===== src/hdl/ssp_pkg.sv =====
// ssp_pkg: constants shared by the serial status-protect device end and its master end.
// assumes a 10 MHz system clock on both ends and a byte-oriented serial link, msb first.
package ssp_pkg;

	// system clock and timing
	localparam int unsigned CLK_PERIOD_NS   = 100;
	localparam int unsigned WRITE_CYCLE_US  = 5000;
	localparam int unsigned WRITE_CYCLE_CYC = WRITE_CYCLE_US * 1000 / CLK_PERIOD_NS;
	localparam int unsigned HOST_HALF_CYC   = 8;

	// opcode fields: upper nibble zero, bit 3 ignored, low three bits select
	localparam logic [3:0] OPC_HI_NIB  = 4'h0;
	localparam logic [2:0] OPC_SET_LAT = 3'h6;
	localparam logic [2:0] OPC_CLR_LAT = 3'h4;
	localparam logic [2:0] OPC_ST_RD   = 3'h5;
	localparam logic [2:0] OPC_ST_WR   = 3'h1;
	localparam logic [2:0] OPC_ARR_WR  = 3'h2;

	// protect_status_byte bit positions
	localparam int unsigned SB_BUSY  = 0;
	localparam int unsigned SB_LATCH = 1;
	localparam int unsigned SB_BG_LO = 2;
	localparam int unsigned SB_BG_HI = 3;
	localparam int unsigned SB_ARM   = 7;

	// protect_status_byte reset values and the byte read while busy
	localparam logic RST_LATCH = 1'b0;
	localparam logic RST_BG    = 1'b0;
	localparam logic RST_ARM   = 1'b0;
	localparam logic [7:0] STAT_BUSY_VIEW = 8'hff;

	// guarded array ranges (14-bit array address)
	localparam logic [13:0] GUARD_QTR_BASE  = 14'h3000;
	localparam logic [13:0] GUARD_HALF_BASE = 14'h2000;

	// bit counts of a write frame after the opcode
	localparam logic [4:0] ST_WR_BITS  = 5'h08;
	localparam logic [4:0] ARR_WR_BITS = 5'h18;
	localparam logic [4:0] ADDR_BITS   = 5'h10;

	// master end register map
	localparam logic [1:0] REG_CTRL = 2'h0;
	localparam logic [1:0] REG_TXD  = 2'h1;
	localparam logic [1:0] REG_RXD  = 2'h2;
	localparam logic [1:0] REG_PINS = 2'h3;
	localparam int unsigned CTRL_XB_LO = 8;
	localparam int unsigned CTRL_RD    = 10;
	localparam int unsigned PINS_HOLD  = 0;
	localparam int unsigned PINS_WP    = 1;

endpackage : ssp_pkg


===== src/hdl/ssp_link_if.sv =====
// ssp_link_if: the serial link between master end and device end.
// assumes both ends share the system clock; serial out is modelled with a pull-up when released.
`timescale 1ns/10ps
interface ssp_link_if;
	logic cs_n;
	logic sck;
	logic si;
	logic so;
	logic so_oe;
	logic hold_n;
	logic wp_n;
	logic so_line;

	assign so_line = so_oe ? so : 1'b1;

	modport dev (
		input  cs_n,
		input  sck,
		input  si,
		input  hold_n,
		input  wp_n,
		output so,
		output so_oe
	);

	modport host (
		output cs_n,
		output sck,
		output si,
		output hold_n,
		output wp_n,
		input  so_line
	);
endinterface : ssp_link_if


===== src/hdl/ssp_dev.sv =====
// ssp_dev: status register and write protection of a serial eeprom slave.
// assumes link pins come from another domain and are resynchronised here; array storage is outside.
// What this block does
// - falling chip select starts and enables a frame
// - rising chip select ends frame or starts programming
// - serial output released while chip select high
// - sample on rising sck, shift out on falling
// - pin low and arm set block protect changes
// - hold low freezes sequence; master changes hold low-sck
// - hold tied high never suspends
// - status read-only when protected or latch clear
// - bit 0 busy; only status read accepted
// - latch clear blocks every status or array change
// - latch cleared at power-up
// - bits 2,3 block guard, reset zero
// - bits 4 to 6 not retained, read zero
// - bit 7 arms protection; array never blocked
// - arm cannot drop while pin low
// - all status bits read one while programming
// - master reads status twice after programming
// - master may wait 5 ms instead
// - guard bits select protected array range
// - set-latch command sets latch before changes
// - clear-latch, array-write, unprotected status-write clear latch
// - status write ignored unless latch set, unprotected
// - status read allowed busy, repeats byte
`timescale 1ns/10ps
module ssp_dev
	import ssp_pkg::*;
#(
	parameter int unsigned WRITE_CYC = WRITE_CYCLE_CYC
) (
	// system
	input  wire logic        clk,
	input  wire logic        rst,
	// serial link
	ssp_link_if.dev          link,
	// user side
	output logic [7:0]       status_view,
	output logic             busy,
	output logic             arr_wr_go,
	output logic [13:0]      arr_wr_addr
);

	typedef enum logic [7:0] {
		D_IDLE = 8'h01,
		D_OPC  = 8'h02,
		D_SET  = 8'h04,
		D_CLR  = 8'h08,
		D_RDS  = 8'h10,
		D_WRS  = 8'h20,
		D_ARW  = 8'h40,
		D_SKIP = 8'h80
	} ssp_dst_e;

	typedef struct packed {
		logic [2:0]  sck_s;
		logic [2:0]  cs_s;
		logic [1:0]  si_s;
		logic [1:0]  hold_s;
		logic [1:0]  wp_s;
		ssp_dst_e    st;
		logic [7:0]  sh;
		logic [7:0]  osh;
		logic [4:0]  cnt;
		logic [15:0] addr;
		logic        latch;
		logic        arm;
		logic        bg_hi;
		logic        bg_lo;
		logic [7:0]  pend;
		logic        pend_st;
		logic        busy;
		logic [15:0] tmr;
		logic        so;
		logic        so_oe;
		logic        wr_go;
		logic [13:0] wr_addr;
		logic [7:0]  view;
	} ssp_dev_s;

	ssp_dev_s q;
	ssp_dev_s d;

	logic        run;
	logic        rise;
	logic        fall;
	logic        cs_up;
	logic        hwp;
	logic        guarded;
	logic [7:0]  stat;
	logic [7:0]  nb;

	always_comb begin
		d = q;
		d.wr_go = 1'b0;
		// resynchronise every pin; first stage feeds only the second
		d.sck_s  = {q.sck_s[1], q.sck_s[0], link.sck};
		d.cs_s   = {q.cs_s[1], q.cs_s[0], link.cs_n};
		d.si_s   = {q.si_s[0], link.si};
		d.hold_s = {q.hold_s[0], link.hold_n};
		d.wp_s   = {q.wp_s[0], link.wp_n};

		run   = q.hold_s[1];
		rise  = run & q.sck_s[1] & ~q.sck_s[2];
		fall  = run & ~q.sck_s[1] & q.sck_s[2];
		cs_up = q.cs_s[1] & ~q.cs_s[2];
		hwp   = ~q.wp_s[1] & q.arm;
		nb    = {q.sh[6:0], q.si_s[1]};

		unique case ({q.bg_hi, q.bg_lo})
			2'b00: guarded = 1'b0;
			2'b01: guarded = q.addr[13:0] >= GUARD_QTR_BASE;
			2'b10: guarded = q.addr[13:0] >= GUARD_HALF_BASE;
			2'b11: guarded = 1'b1;
		endcase

		stat = 8'h00;
		stat[SB_BUSY]  = 1'b0;
		stat[SB_LATCH] = q.latch;
		stat[SB_BG_LO] = q.bg_lo;
		stat[SB_BG_HI] = q.bg_hi;
		stat[SB_ARM]   = q.arm;
		if (q.busy) begin
			stat = STAT_BUSY_VIEW;
		end

		// programming cycle; stored status changes only at its end
		if (q.busy) begin
			if (q.tmr <= 16'h0001) begin
				d.busy = 1'b0;
				if (q.pend_st) begin
					d.arm     = q.pend[SB_ARM];
					d.bg_hi   = q.pend[SB_BG_HI];
					d.bg_lo   = q.pend[SB_BG_LO];
					d.pend_st = 1'b0;
				end
			end else begin
				d.tmr = q.tmr - 16'h0001;
			end
		end

		if (q.cs_s[1]) begin
			if (cs_up) begin
				unique case (q.st)
					D_SET: d.latch = 1'b1;
					D_CLR: d.latch = 1'b0;
					D_WRS: begin
						if (q.cnt >= ST_WR_BITS && q.latch && !hwp) begin
							d.pend    = q.sh;
							d.pend_st = 1'b1;
							d.busy    = 1'b1;
							d.tmr     = 16'(WRITE_CYC);
							d.latch   = 1'b0;
						end
					end
					D_ARW: begin
						if (q.cnt >= ARR_WR_BITS && q.latch) begin
							d.latch = 1'b0;
							if (!guarded) begin
								d.busy    = 1'b1;
								d.pend_st = 1'b0;
								d.tmr     = 16'(WRITE_CYC);
								d.wr_go   = 1'b1;
								d.wr_addr = q.addr[13:0];
							end
						end
					end
					default: ;
				endcase
			end
			d.st = D_IDLE;
		end else begin
			if (q.st == D_IDLE) begin
				d.st  = D_OPC;
				d.cnt = 5'h00;
				d.sh  = 8'h00;
			end
			if (rise) begin
				unique case (q.st)
					D_OPC: begin
						d.sh = nb;
						if (q.cnt == 5'h07) begin
							d.cnt = 5'h00;
							d.st  = D_SKIP;
							if (nb[7:4] == OPC_HI_NIB) begin
								if (nb[2:0] == OPC_ST_RD) begin
									d.st  = D_RDS;
									d.osh = stat;
								end else if (!q.busy) begin
									unique case (nb[2:0])
										OPC_SET_LAT: d.st = D_SET;
										OPC_CLR_LAT: d.st = D_CLR;
										OPC_ST_WR:   d.st = D_WRS;
										OPC_ARR_WR:  d.st = D_ARW;
										default:     d.st = D_SKIP;
									endcase
								end
							end
						end else begin
							d.cnt = q.cnt + 5'h01;
						end
					end
					D_WRS: begin
						if (q.cnt < ST_WR_BITS) begin
							d.sh  = nb;
							d.cnt = q.cnt + 5'h01;
						end
					end
					D_ARW: begin
						if (q.cnt < ADDR_BITS) begin
							d.addr = {q.addr[14:0], q.si_s[1]};
						end
						if (q.cnt < ARR_WR_BITS) begin
							d.cnt = q.cnt + 5'h01;
						end
					end
					default: ;
				endcase
			end
			if (fall && q.st == D_RDS) begin
				d.so = q.osh[7];
				if (q.cnt == 5'h07) begin
					d.osh = stat;
					d.cnt = 5'h00;
				end else begin
					d.osh = {q.osh[6:0], 1'b0};
					d.cnt = q.cnt + 5'h01;
				end
			end
		end

		d.so_oe = (d.st == D_RDS) & q.hold_s[1];
		d.view  = stat;
	end

	always_ff @(posedge clk) begin
		if (rst) begin
			q         <= '0;
			q.sck_s   <= 3'h0;
			q.cs_s    <= 3'h7;
			q.hold_s  <= 2'h3;
			q.wp_s    <= 2'h3;
			q.st      <= D_IDLE;
			q.latch   <= RST_LATCH;
			q.arm     <= RST_ARM;
			q.bg_hi   <= RST_BG;
			q.bg_lo   <= RST_BG;
		end else begin
			q <= d;
		end
	end

	assign link.so     = q.so;
	assign link.so_oe  = q.so_oe;
	assign status_view = q.view;
	assign busy        = q.busy;
	assign arr_wr_go   = q.wr_go;
	assign arr_wr_addr = q.wr_addr;

endmodule : ssp_dev


===== src/flat_wrapper.sv =====
// flat-port wrapper written by rule: the top's interface ports become plain ports
module ssp_dev_flat import ssp_pkg::*;
#(
	parameter int unsigned WRITE_CYC = WRITE_CYCLE_CYC
)
  (clk, rst, status_view, busy, arr_wr_go, arr_wr_addr, link_cs_n, link_sck, link_si, link_hold_n, link_wp_n, link_so, link_so_oe);
  ssp_link_if link_i ();
  input  wire logic clk;
  input  wire logic rst;
  output logic [7:0] status_view;
  output logic busy;
  output logic arr_wr_go;
  output logic [13:0] arr_wr_addr;
  input wire logic [$bits(link_i.cs_n)-1:0] link_cs_n;
  input wire logic [$bits(link_i.sck)-1:0] link_sck;
  input wire logic [$bits(link_i.si)-1:0] link_si;
  input wire logic [$bits(link_i.hold_n)-1:0] link_hold_n;
  input wire logic [$bits(link_i.wp_n)-1:0] link_wp_n;
  output wire logic [$bits(link_i.so)-1:0] link_so;
  output wire logic [$bits(link_i.so_oe)-1:0] link_so_oe;
  assign link_i.cs_n = link_cs_n;
  assign link_i.sck = link_sck;
  assign link_i.si = link_si;
  assign link_i.hold_n = link_hold_n;
  assign link_i.wp_n = link_wp_n;
  assign link_so = link_i.so;
  assign link_so_oe = link_i.so_oe;
  ssp_dev #(.WRITE_CYC(WRITE_CYC)) u_core (.clk(clk), .rst(rst), .link(link_i), .status_view(status_view), .busy(busy), .arr_wr_go(arr_wr_go), .arr_wr_addr(arr_wr_addr));
endmodule

===== config.mk =====
export PLATFORM = sky130hd
export DESIGN_NAME = ssp_dev_flat
export DESIGN_NICKNAME = d
export VERILOG_FILES = /design/src/hdl/ssp_pkg.sv /design/src/hdl/ssp_link_if.sv /design/src/hdl/ssp_dev.sv /design/src/flat_wrapper.sv
export SDC_FILE = /design/constraint.sdc
export NUM_CORES = 1
export LEC_CHECK = 0
export BUFFER_PORTS_ARGS = -buffer_cell sky130_fd_sc_hd__buf_2
export CORE_UTILIZATION = 62
export CTS_CLUSTER_DIAMETER = 150
export CTS_CLUSTER_SIZE = 28
export DETAILED_ROUTE_END_ITERATION = 8
export HOLD_SLACK_MARGIN = 0.08
export MAX_ROUTING_LAYER = met4
export PLACE_DENSITY = 0.82
export SLEW_MARGIN = 30
export SYNTH_ARGS = -nofsm -noshare
export SYNTH_HDL_FRONTEND = slang
export SYNTH_SLANG_ARGS = --single-unit
export TNS_END_PERCENT = 20

===== constraint.sdc =====
create_clock -name clk -period 3.2 [get_ports clk]
set_input_delay 0.64 -clock clk [delete_from_list [all_inputs] [get_ports clk]]
set_output_delay 0.64 -clock clk [all_outputs]
set_load 0.005 [all_outputs]

==> impl_metrics.ini, run 1 <==
[synth]
synth_flop_cell = dfxtp_1
synth_enable_flop_cells = 0
synth_area_mm2 = 0.00474
synth_cell_type_count = 69
syn-instance-count = 552
synth-async-reset-ratio = 0
yosys_warnings = 0
ys_ff_latch = 102
syn_area_per_cell_um2 = 8.58
seq_area_frac_synth = 0.431
syn-num-nets = 562

[worst_hold_path]
hp-class = reg -> reg

[critical_path]
crit_path_max_fanout = 14
startpoint_type = register
worstSetupEndpointType = register
worstPathArrival_ns = 2.57
setup.worst_path.class = reg -> reg
path_cells = nor4_2, buf_4, nand4b_1, or4_1, nand2_1, a21oi_1
crit_required_ns = 3.42
crit_slowest_cell = or4_1
path_delay_family = simple AND/OR/NAND/NOR gates
cp.buffers_inverters = 1
cpPeakStageDelay_ns = 0.80

[grt]
gr-total-overflow = 0
grt_use_total = 0.276
grt_pass1_wl_um = 16600
grt_pass1_vias = 3515
grt_max_degree = 55
antenna_found_initial = 0

[placement]
dp_slack_ns = 0.762
dp_hpwl_um = 6930
portBuffers = 32
routabilityCongestion = 0.935

[timing]
min_period_over_period = 0.735
period_needed_ns = 2.35
relSlewSlack = 0.402
skew_ns = 0.0121
setup_violations = 0
tightest_slew_ns = 0.897
rsz0062_at_grt = false
hold_slack_ns = 0.416
tns_ns = 0
finalWorstSetupSlack_ns = 0.849
slew_violations = 0
fmax_ghz = 0.425
hold_viol = 0

[floorplanning]
dieArea_mm2 = 0.00800
initial_core_util = 0.646
die_x_um = 89.4
ios = 33
die_h_um = 89.4
row_count = 31
core_mm2 = 0.00733

[clock_tree]
cts_root_buffer = clkbuf_8
cts_tree = done
holdBufCountCts = 0
htreeDepth = 3
clkLatencyLatePin_ns = 0.37
cts_buffer_depth = 2
post_cts_buffers = 0
cts_resized = 0
path_clk_slew_ns = 0.10
numCtsBuffers = 9
cts.sinks = 102

[detailed_routing]
wl_um = 9980
first_pass_iters = 5
ant_nets = 0
wire_per_inst_um = 15.4
drtIter0Drc = 329
via_per_inst = 6.06
vias = 3940
drc = 0

[flow_run]
drv_cap = 0

[status]
status = completed

[pwr]
power_density_mw_per_mm2 = 428
peakVddDrop_mv = 0.334
power_uw = 2120
leakage_uw = 0.00173

[finish]
syn2layout_area_growth_pct = 4.52
nets = 556
fillerInstances = 613
layout-drive-gt1-share = 0.152
antenna_cells = 0
[layer usage]
layer  global-route usage  vias to the layer above  share of wire
met5                    -                        -              0
met4               0.0924                        0          0.010
met3               0.0563                       16          0.055
met2                0.436                      142           0.48
met1                0.353                     1853           0.45
li1                     -                     1929              -
[layout make-up]
class | count | area, µm² | area share
repair buffers | 37 | 198 | 0.0399
well taps | 99 | 124 | 0.0250
multi-input cells | 389 | 2370 | 0.479
inverters | 7 | 26.3 | 0.00531
clock inverters | 6 | 53.8 | 0.0109
flip-flops and latches | 102 | 2040 | 0.412
clock buffers | 10 | 138 | 0.0278
[where the power goes]
group	total (µW)	internal [µW]	switching, µW
clock network	782	319	462
registers	1280	1280	5.00
logic	57.8	18.3	39.5
[logic make-up after synthesis]
kind of cell,Yosys count,share of synthesized area
adder cells (fa/ha/maj),3,0.00792
flip-flops,102,0.431
AO/OA/AOI/OAI,126,0.176
buffers and inverters,61,0.0687
multiplexers,5,0.0108
AND/OR/NAND/NOR,240,0.278
XOR/XNOR,15,0.0277
[layout by cell type, fill, tap and decap left out, types with 3 or more instances in the layout]
cell,n
nor4_1,3
nor2b_1,7
nand3b_1,3
nand3_1,18
nor4b_2,3
nand2_1,81
ha_1,3
or2_2,10
and3_1,3
a21o_1,4
o21ai_0,8
o2bb2ai_1,9
clkbuf_8,10
a211oi_1,8
mux2i_1,4
nor3_1,14
buf_2,32
nor2_1,43
nand2b_1,13
nand4b_1,3
nand4_1,7
xor2_1,7
a21oi_1,59
a31oi_1,3
or4_1,5
a311oi_1,5
inv_1,6
xnor2_1,8
or3_1,7
nor4_2,3
dfxtp_1,102
a22oi_1,5
buf_4,5
[final timing paths]
kind                                  from                   endpoint  slack [ns]  cells after the start
hold / removal    u_core.d[103]$_SDFF_PP1_   u_core.q[103]$_SDFF_PP1_        0.42                      1
setup reg to reg   u_core.q[92]$_SDFF_PP1_  u_core.q[56]$_SDFFE_PP0P_        0.85                      6
hold reg to reg   u_core.d[103]$_SDFF_PP1_   u_core.q[103]$_SDFF_PP1_        0.42                      1
setup / recovery   u_core.q[92]$_SDFF_PP1_  u_core.q[56]$_SDFFE_PP0P_        0.85                      6
[sequential cells by signal, summed over array words and instances, names as in the netlist]
name and flops:
u_core.q 64, u_core.arr_wr_addr 14, u_core.nb 8, u_core.d 7
u_core.status_view 5, u_core.arr_wr_go 1, u_core.busy 1, u_core.link.so 1
u_core.link.so_oe 1
[stage by stage]
step / utilization / instance area [µm²] / cells
2_1_floorplan: - / 4740 / 552
3_3_place_gp: 0.649 / 4760 / 634
3_5_place_dp: 0.649 / 4760 / 634
4_1_cts: 0.676 / 4950 / 650
5_1_grt: 0.676 / 4950 / 650
6_report: 0.676 / 4950 / 650
[cell usage after synthesis, types with 9 or more instances]
cell       count  area (µm²)
a21oi_1       59         295
buf_2         11        55.1
buf_4         22         165
clkbuf_1      21        78.8
dfxtp_1      102        2040
nand2_1       81         304
nand2b_1      13        81.3
nand3_1       18        90.1
nor2_1        43         161
nor3_1        14        70.1
o2bb2ai_1      9        78.8
or2_2         10        62.6
Note: power is estimated with default switching activity, not from simulation.
==> run 2: changes to the inputs <==
--- a/config.mk
+++ b/config.mk
@@ -6,13 +6,13 @@
 export NUM_CORES = 1
 export LEC_CHECK = 0
 export BUFFER_PORTS_ARGS = -buffer_cell sky130_fd_sc_hd__buf_2
-export CORE_UTILIZATION = 62
+export CORE_UTILIZATION = 54
 export CTS_CLUSTER_DIAMETER = 150
 export CTS_CLUSTER_SIZE = 28
 export DETAILED_ROUTE_END_ITERATION = 8
 export HOLD_SLACK_MARGIN = 0.08
 export MAX_ROUTING_LAYER = met4
-export PLACE_DENSITY = 0.82
+export PLACE_DENSITY = 0.75
 export SLEW_MARGIN = 30
 export SYNTH_ARGS = -nofsm -noshare
 export SYNTH_HDL_FRONTEND = slang
==> constraint.sdc (replaced) <==
create_clock -name clk -period 1.98 [get_ports clk]
set_input_delay 0.396 -clock clk [delete_from_list [all_inputs] [get_ports clk]]
set_output_delay 0.396 -clock clk [all_outputs]
set_load 0.005 [all_outputs]
==> impl_metrics.ini, run 2 (synthesis gave the netlist of run 1 again) <==
[placement]
routabilityCongestion = 0.938
dp_slack_ns = 0.00355
portBuffers = 32
dp_hpwl_um = 7820

[timing]
finalWorstSetupSlack_ns = 0.0426
rsz0062_at_grt = true
min_period_over_period = 0.978
tightest_slew_ns = 0.542
slew_violations = 0
relSlewSlack = 0.630
fmax_ghz = 0.516
tns_ns = 0
hold_viol = 0
setup_violations = 0
period_needed_ns = 1.94
skew_ns = 0.00865

[critical_path]
setup.worst_path.class = reg -> reg
worstPathArrival_ns = 2.19
startpoint_type = register
crit_required_ns = 2.24
reg2regPathDepth = 7
crit_path_max_fanout = 14
worstSetupEndpointType = register

[finish]
syn2layout_area_growth_pct = 17.5
nets = 613
antenna_cells = 0
layout-drive-gt1-share = 0.260
fillerInstances = 715
largest_register_ffs = 64
final_cell_mix = dfxtp_1 (99), nand2_1 (81), buf_4 (58)
regMostFlops = u_core.q
final_common_cell = dfxtp_1

[pwr]
p_int_uw = 2750
switching_share = 0.235
power_density_mw_per_mm2 = 645
p_switching_uw = 846
clockPowerShare = 0.392
leakage_uw = 0.00203
pwr-share-comb = 0.033
p_seq_frac = 0.576
peakVddDrop_mv = 0.357

[grt]
grt_pass1_vias = 3702
antenna_found_initial = 0
grt_use_total = 0.267
grt_max_degree = 35
grt_pass1_wl_um = 18200
gr-total-overflow = 0

[floorplanning]
die_h_um = 95.7
row_count = 33
core_mm2 = 0.00834
die_x_um = 95.7
initial_core_util = 0.568
dieArea_mm2 = 0.00915
ios = 33

[detailed_routing]
via_per_inst = 5.78
drc = 0
wire_per_inst_um = 15.5
drtIter0Drc = 303
wl_met1_um = 5130
wl_met2_um = 5200
met3WireLength_um = 568
top_layer = met4
ant_nets = 0
wl_um = 11100
vias = 4123
first_pass_iters = 6

[worst_hold_path]
holdPathStages = 2
hp-class = in -> reg

[clock_tree]
htreeDepth = 3
numCtsBuffers = 9
cts.sinks = 102
cts_tree = done
path_clk_slew_ns = 0.10
cts_buffer_depth = 2
clkLatencyLatePin_ns = 0.37
cts_root_buffer = clkbuf_8

[status]
status = completed

[flow_run]
drv_cap = 0
-- run 2: cell count changes in the layout (fill, tap and decap cells not counted), sizes merged --
cell	change
clkinvlp	+2
clkinv	-3
bufinv	+1
buf	+57
-- run 2: timing repair --
action	4_1_cts	5_1_grt
endpoints found under the setup margin	6	71
endpoints found under the hold margin	0	0
buffers inserted	0	5
gates resized for setup	2	27
pin swaps	1	11
hold buffers	0	0
-- run 2: path summary, 6_finish.rpt --
check                            from                        end  slack [ns]
max           u_core.q[99]$_SDFF_PP0_  u_core.q[56]$_SDFFE_PP0P_        0.04
min                         link_wp_n   u_core.d[101]$_SDFF_PP1_        0.20
max reg2reg   u_core.q[99]$_SDFF_PP0_  u_core.q[56]$_SDFFE_PP0P_        0.04
min reg2reg  u_core.d[103]$_SDFF_PP1_   u_core.q[103]$_SDFF_PP1_        0.42
-- run 2: per-stage QoR --
step	cell area, µm²	utilization	power, µW	hold slack, ns	instances
after global routing	5570	0.668	3720	0.193	713
after detailed placement	5170	0.620	2230	0.399	692
after CTS	5390	0.647	3620	0.186	708
after floorplan	4740	-	2190	0.389	552
final	5570	0.668	3590	0.199	713
after global placement	5170	0.620	2230	0.396	692
-- run 2: layer usage --
layer	track usage	up-vias
li1	-	2034
met1	0.350	1971
met2	0.414	104
met3	0.0590	14
met4	0.0759	0
met5	-	-
-- run 2: layout make-up --
class                   instances  area, µm²  share of cell area
multi-input cells             389       2500               0.448
flip-flops and latches        102       2050               0.368
repair buffers                 94        649               0.117
clock buffers                  10        138              0.0247
clock inverters                 6       76.3              0.0137
inverters                       7       26.3             0.00472
well taps                     105        131              0.0236
-- run 2: power by group through the flow --
stage               logic (µW)  registers, µW  clock network [µW]
global route               127           2070                1520
detailed placement         112           2120                   0
CTS                        113           2070                1440
global placement           110           2120                   0
finish                     117           2070                1410
floorplan                 71.2           2110                   0
-- run 2: critical path, stage by stage (launching register included) --
cell and delay [ns]:
dfxtp_1 0.38, buf_4 0.17, nor2_1 0.18, nand4b_1 0.19, or4_1 0.55, buf_4 0.21
nand2_1 0.08, a21oi_1 0.06
==> run 3: changes to the inputs <==
--- a/config.mk
+++ b/config.mk
@@ -12,7 +12,7 @@
 export DETAILED_ROUTE_END_ITERATION = 8
 export HOLD_SLACK_MARGIN = 0.08
 export MAX_ROUTING_LAYER = met4
-export PLACE_DENSITY = 0.75
+export PLACE_DENSITY = 0.74
 export SLEW_MARGIN = 30
 export SYNTH_ARGS = -nofsm -noshare
 export SYNTH_HDL_FRONTEND = slang
==> impl_metrics.ini, run 3 (synthesis gave the netlist of run 1 again) <==
[clock_tree]
path_clk_slew_ns = 0.10
cts_root_buffer = clkbuf_8
htreeDepth = 3
cts.sinks = 102
cts_buffer_depth = 2
holdBufCountCts = 0
cts_tree = done
clkLatencyLatePin_ns = 0.38
numCtsBuffers = 9

[critical_path]
cp.buffers_inverters = 0
path_cells = or4_4, nor4_4, nor3_1, xnor2_1, a21oi_1
worstPathArrival_ns = 2.17
crit_start = u_core.q[35]$_SDFF_PP0_
setup.worst_path.class = reg -> reg
crit_path_max_fanout = 6
worstReg2RegStart = u_core.q[35]$_SDFF_PP0_
cpPeakStageDelay_ns = 0.60
rr_endpoint = u_core.q[34]$_SDFF_PP0_
crit_required_ns = 2.22
cp.depth = 5
startpoint_type = register
worstSetupEndpointType = register
critical_path.endpoint = u_core.q[34]$_SDFF_PP0_
reg2reg_slack_ns = 0.05
path_delay_family = simple AND/OR/NAND/NOR gates
reg2regPathDepth = 5
crit_slowest_cell = or4_4

[timing]
skew_ns = 0.0152
slew_violations = 0
period_needed_ns = 1.93
min_period_over_period = 0.973
relSlewSlack = 0.607
rsz0062_at_grt = true
tightest_slew_ns = 0.587
hold_viol = 0
setup_violations = 0
finalWorstSetupSlack_ns = 0.0540
hold_slack_ns = 0.208
fmax_ghz = 0.519

[floorplanning]
initial_core_util = 0.568
die_x_um = 95.7
row_count = 33
die_h_um = 95.7
core_mm2 = 0.00834
dieArea_mm2 = 0.00915
ios = 33

[finish]
post-route-util = 0.666
fin_area_mm2 = 0.00555
syn2layout_area_growth_pct = 17.2
final_common_cell = dfxtp_1
largest_register_ffs = 64
nets = 609
layout-drive-gt1-share = 0.250
regMostFlops = u_core.q
antenna_cells = 0
final_cell_mix = dfxtp_1 (100), nand2_1 (81), a21oi_1 (59)

[pwr]
leakage_uw = 0.00201
power_uw = 3680
peakVddDrop_mv = 0.499
power_density_mw_per_mm2 = 662

[grt]
grt_use_total = 0.256
grt_max_degree = 84
antenna_found_initial = 0
grt_pass1_vias = 3605
grt_pass1_wl_um = 17500
gr-total-overflow = 0

[detailed_routing]
first_pass_iters = 5
wl_um = 11200
drc = 0
ant_nets = 0
vias = 4130
drtIter0Drc = 247
wire_per_inst_um = 15.8
via_per_inst = 5.83

[placement]
dp_hpwl_um = 7610
portBuffers = 32
placed_cell_area_mm2 = 0.00518
dp_slack_ns = 0.0327
routabilityCongestion = 0.916

[status]
status = completed

[flow_run]
drv_cap = 0

[worst_hold_path]
hp-class = in -> reg
run 3: worst min path at each step:
stage / start / end / slack (ns) / cells past startpoint
after detailed placement: u_core.d[107]$_SDFF_PP1_ / u_core.d[108]$_SDFF_PP1_ / 0.39 / 1
after global placement: u_core.d[101]$_SDFF_PP1_ / u_core.q[101]$_SDFF_PP1_ / 0.39 / 1
after global routing: link_hold_n / u_core.d[103]$_SDFF_PP1_ / 0.19 / 2
final: link_hold_n / u_core.d[103]$_SDFF_PP1_ / 0.21 / 2
after CTS: link_wp_n / u_core.d[101]$_SDFF_PP1_ / 0.20 / 2
after floorplan: u_core.d[107]$_SDFF_PP1_ / u_core.d[108]$_SDFF_PP1_ / 0.39 / 1
run 3: per-layer routing:
metal,GRT usage,vias to the layer above,wire length (µm)
met2,0.402,126,5240
met5,-,-,0
met4,0.0609,0,136
met3,0.0542,14,558
li1,-,2031,-
met1,0.338,1959,5240
run 3: cell type report:
class / count / area [µm²]
clock buffer: 9 / 124
tap: 105 / 131
sequential: 102 / 2050
inverter: 7 / 26.3
timing repair buffer: 90 / 641
fill: 694 / 2790
multi-input combinational: 389 / 2480
clock inverter: 7 / 104
run 3: through the flow:
| stage | instances | TNS [ns] |
|---|---|---|
| 2_1_floorplan | 552 | 0 |
| 3_3_place_gp | 689 | 0 |
| 3_5_place_dp | 689 | 0 |
| 4_1_cts | 705 | 0 |
| 5_1_grt | 709 | -0.0756 |
| 6_report | 709 | 0 |
run 3: power by group:
part / switching (µW) / internal, µW / leakage [µW]
registers: 8.12 / 2060 / 0.000825
logic: 71.9 / 45.1 / 0.00108
clock network: 760 / 729 / 0.000108
run 3: repair_timing:
action,CTS,global route
buffers inserted,0,5
resized for setup,0,24
endpoints found under the setup margin,0,74
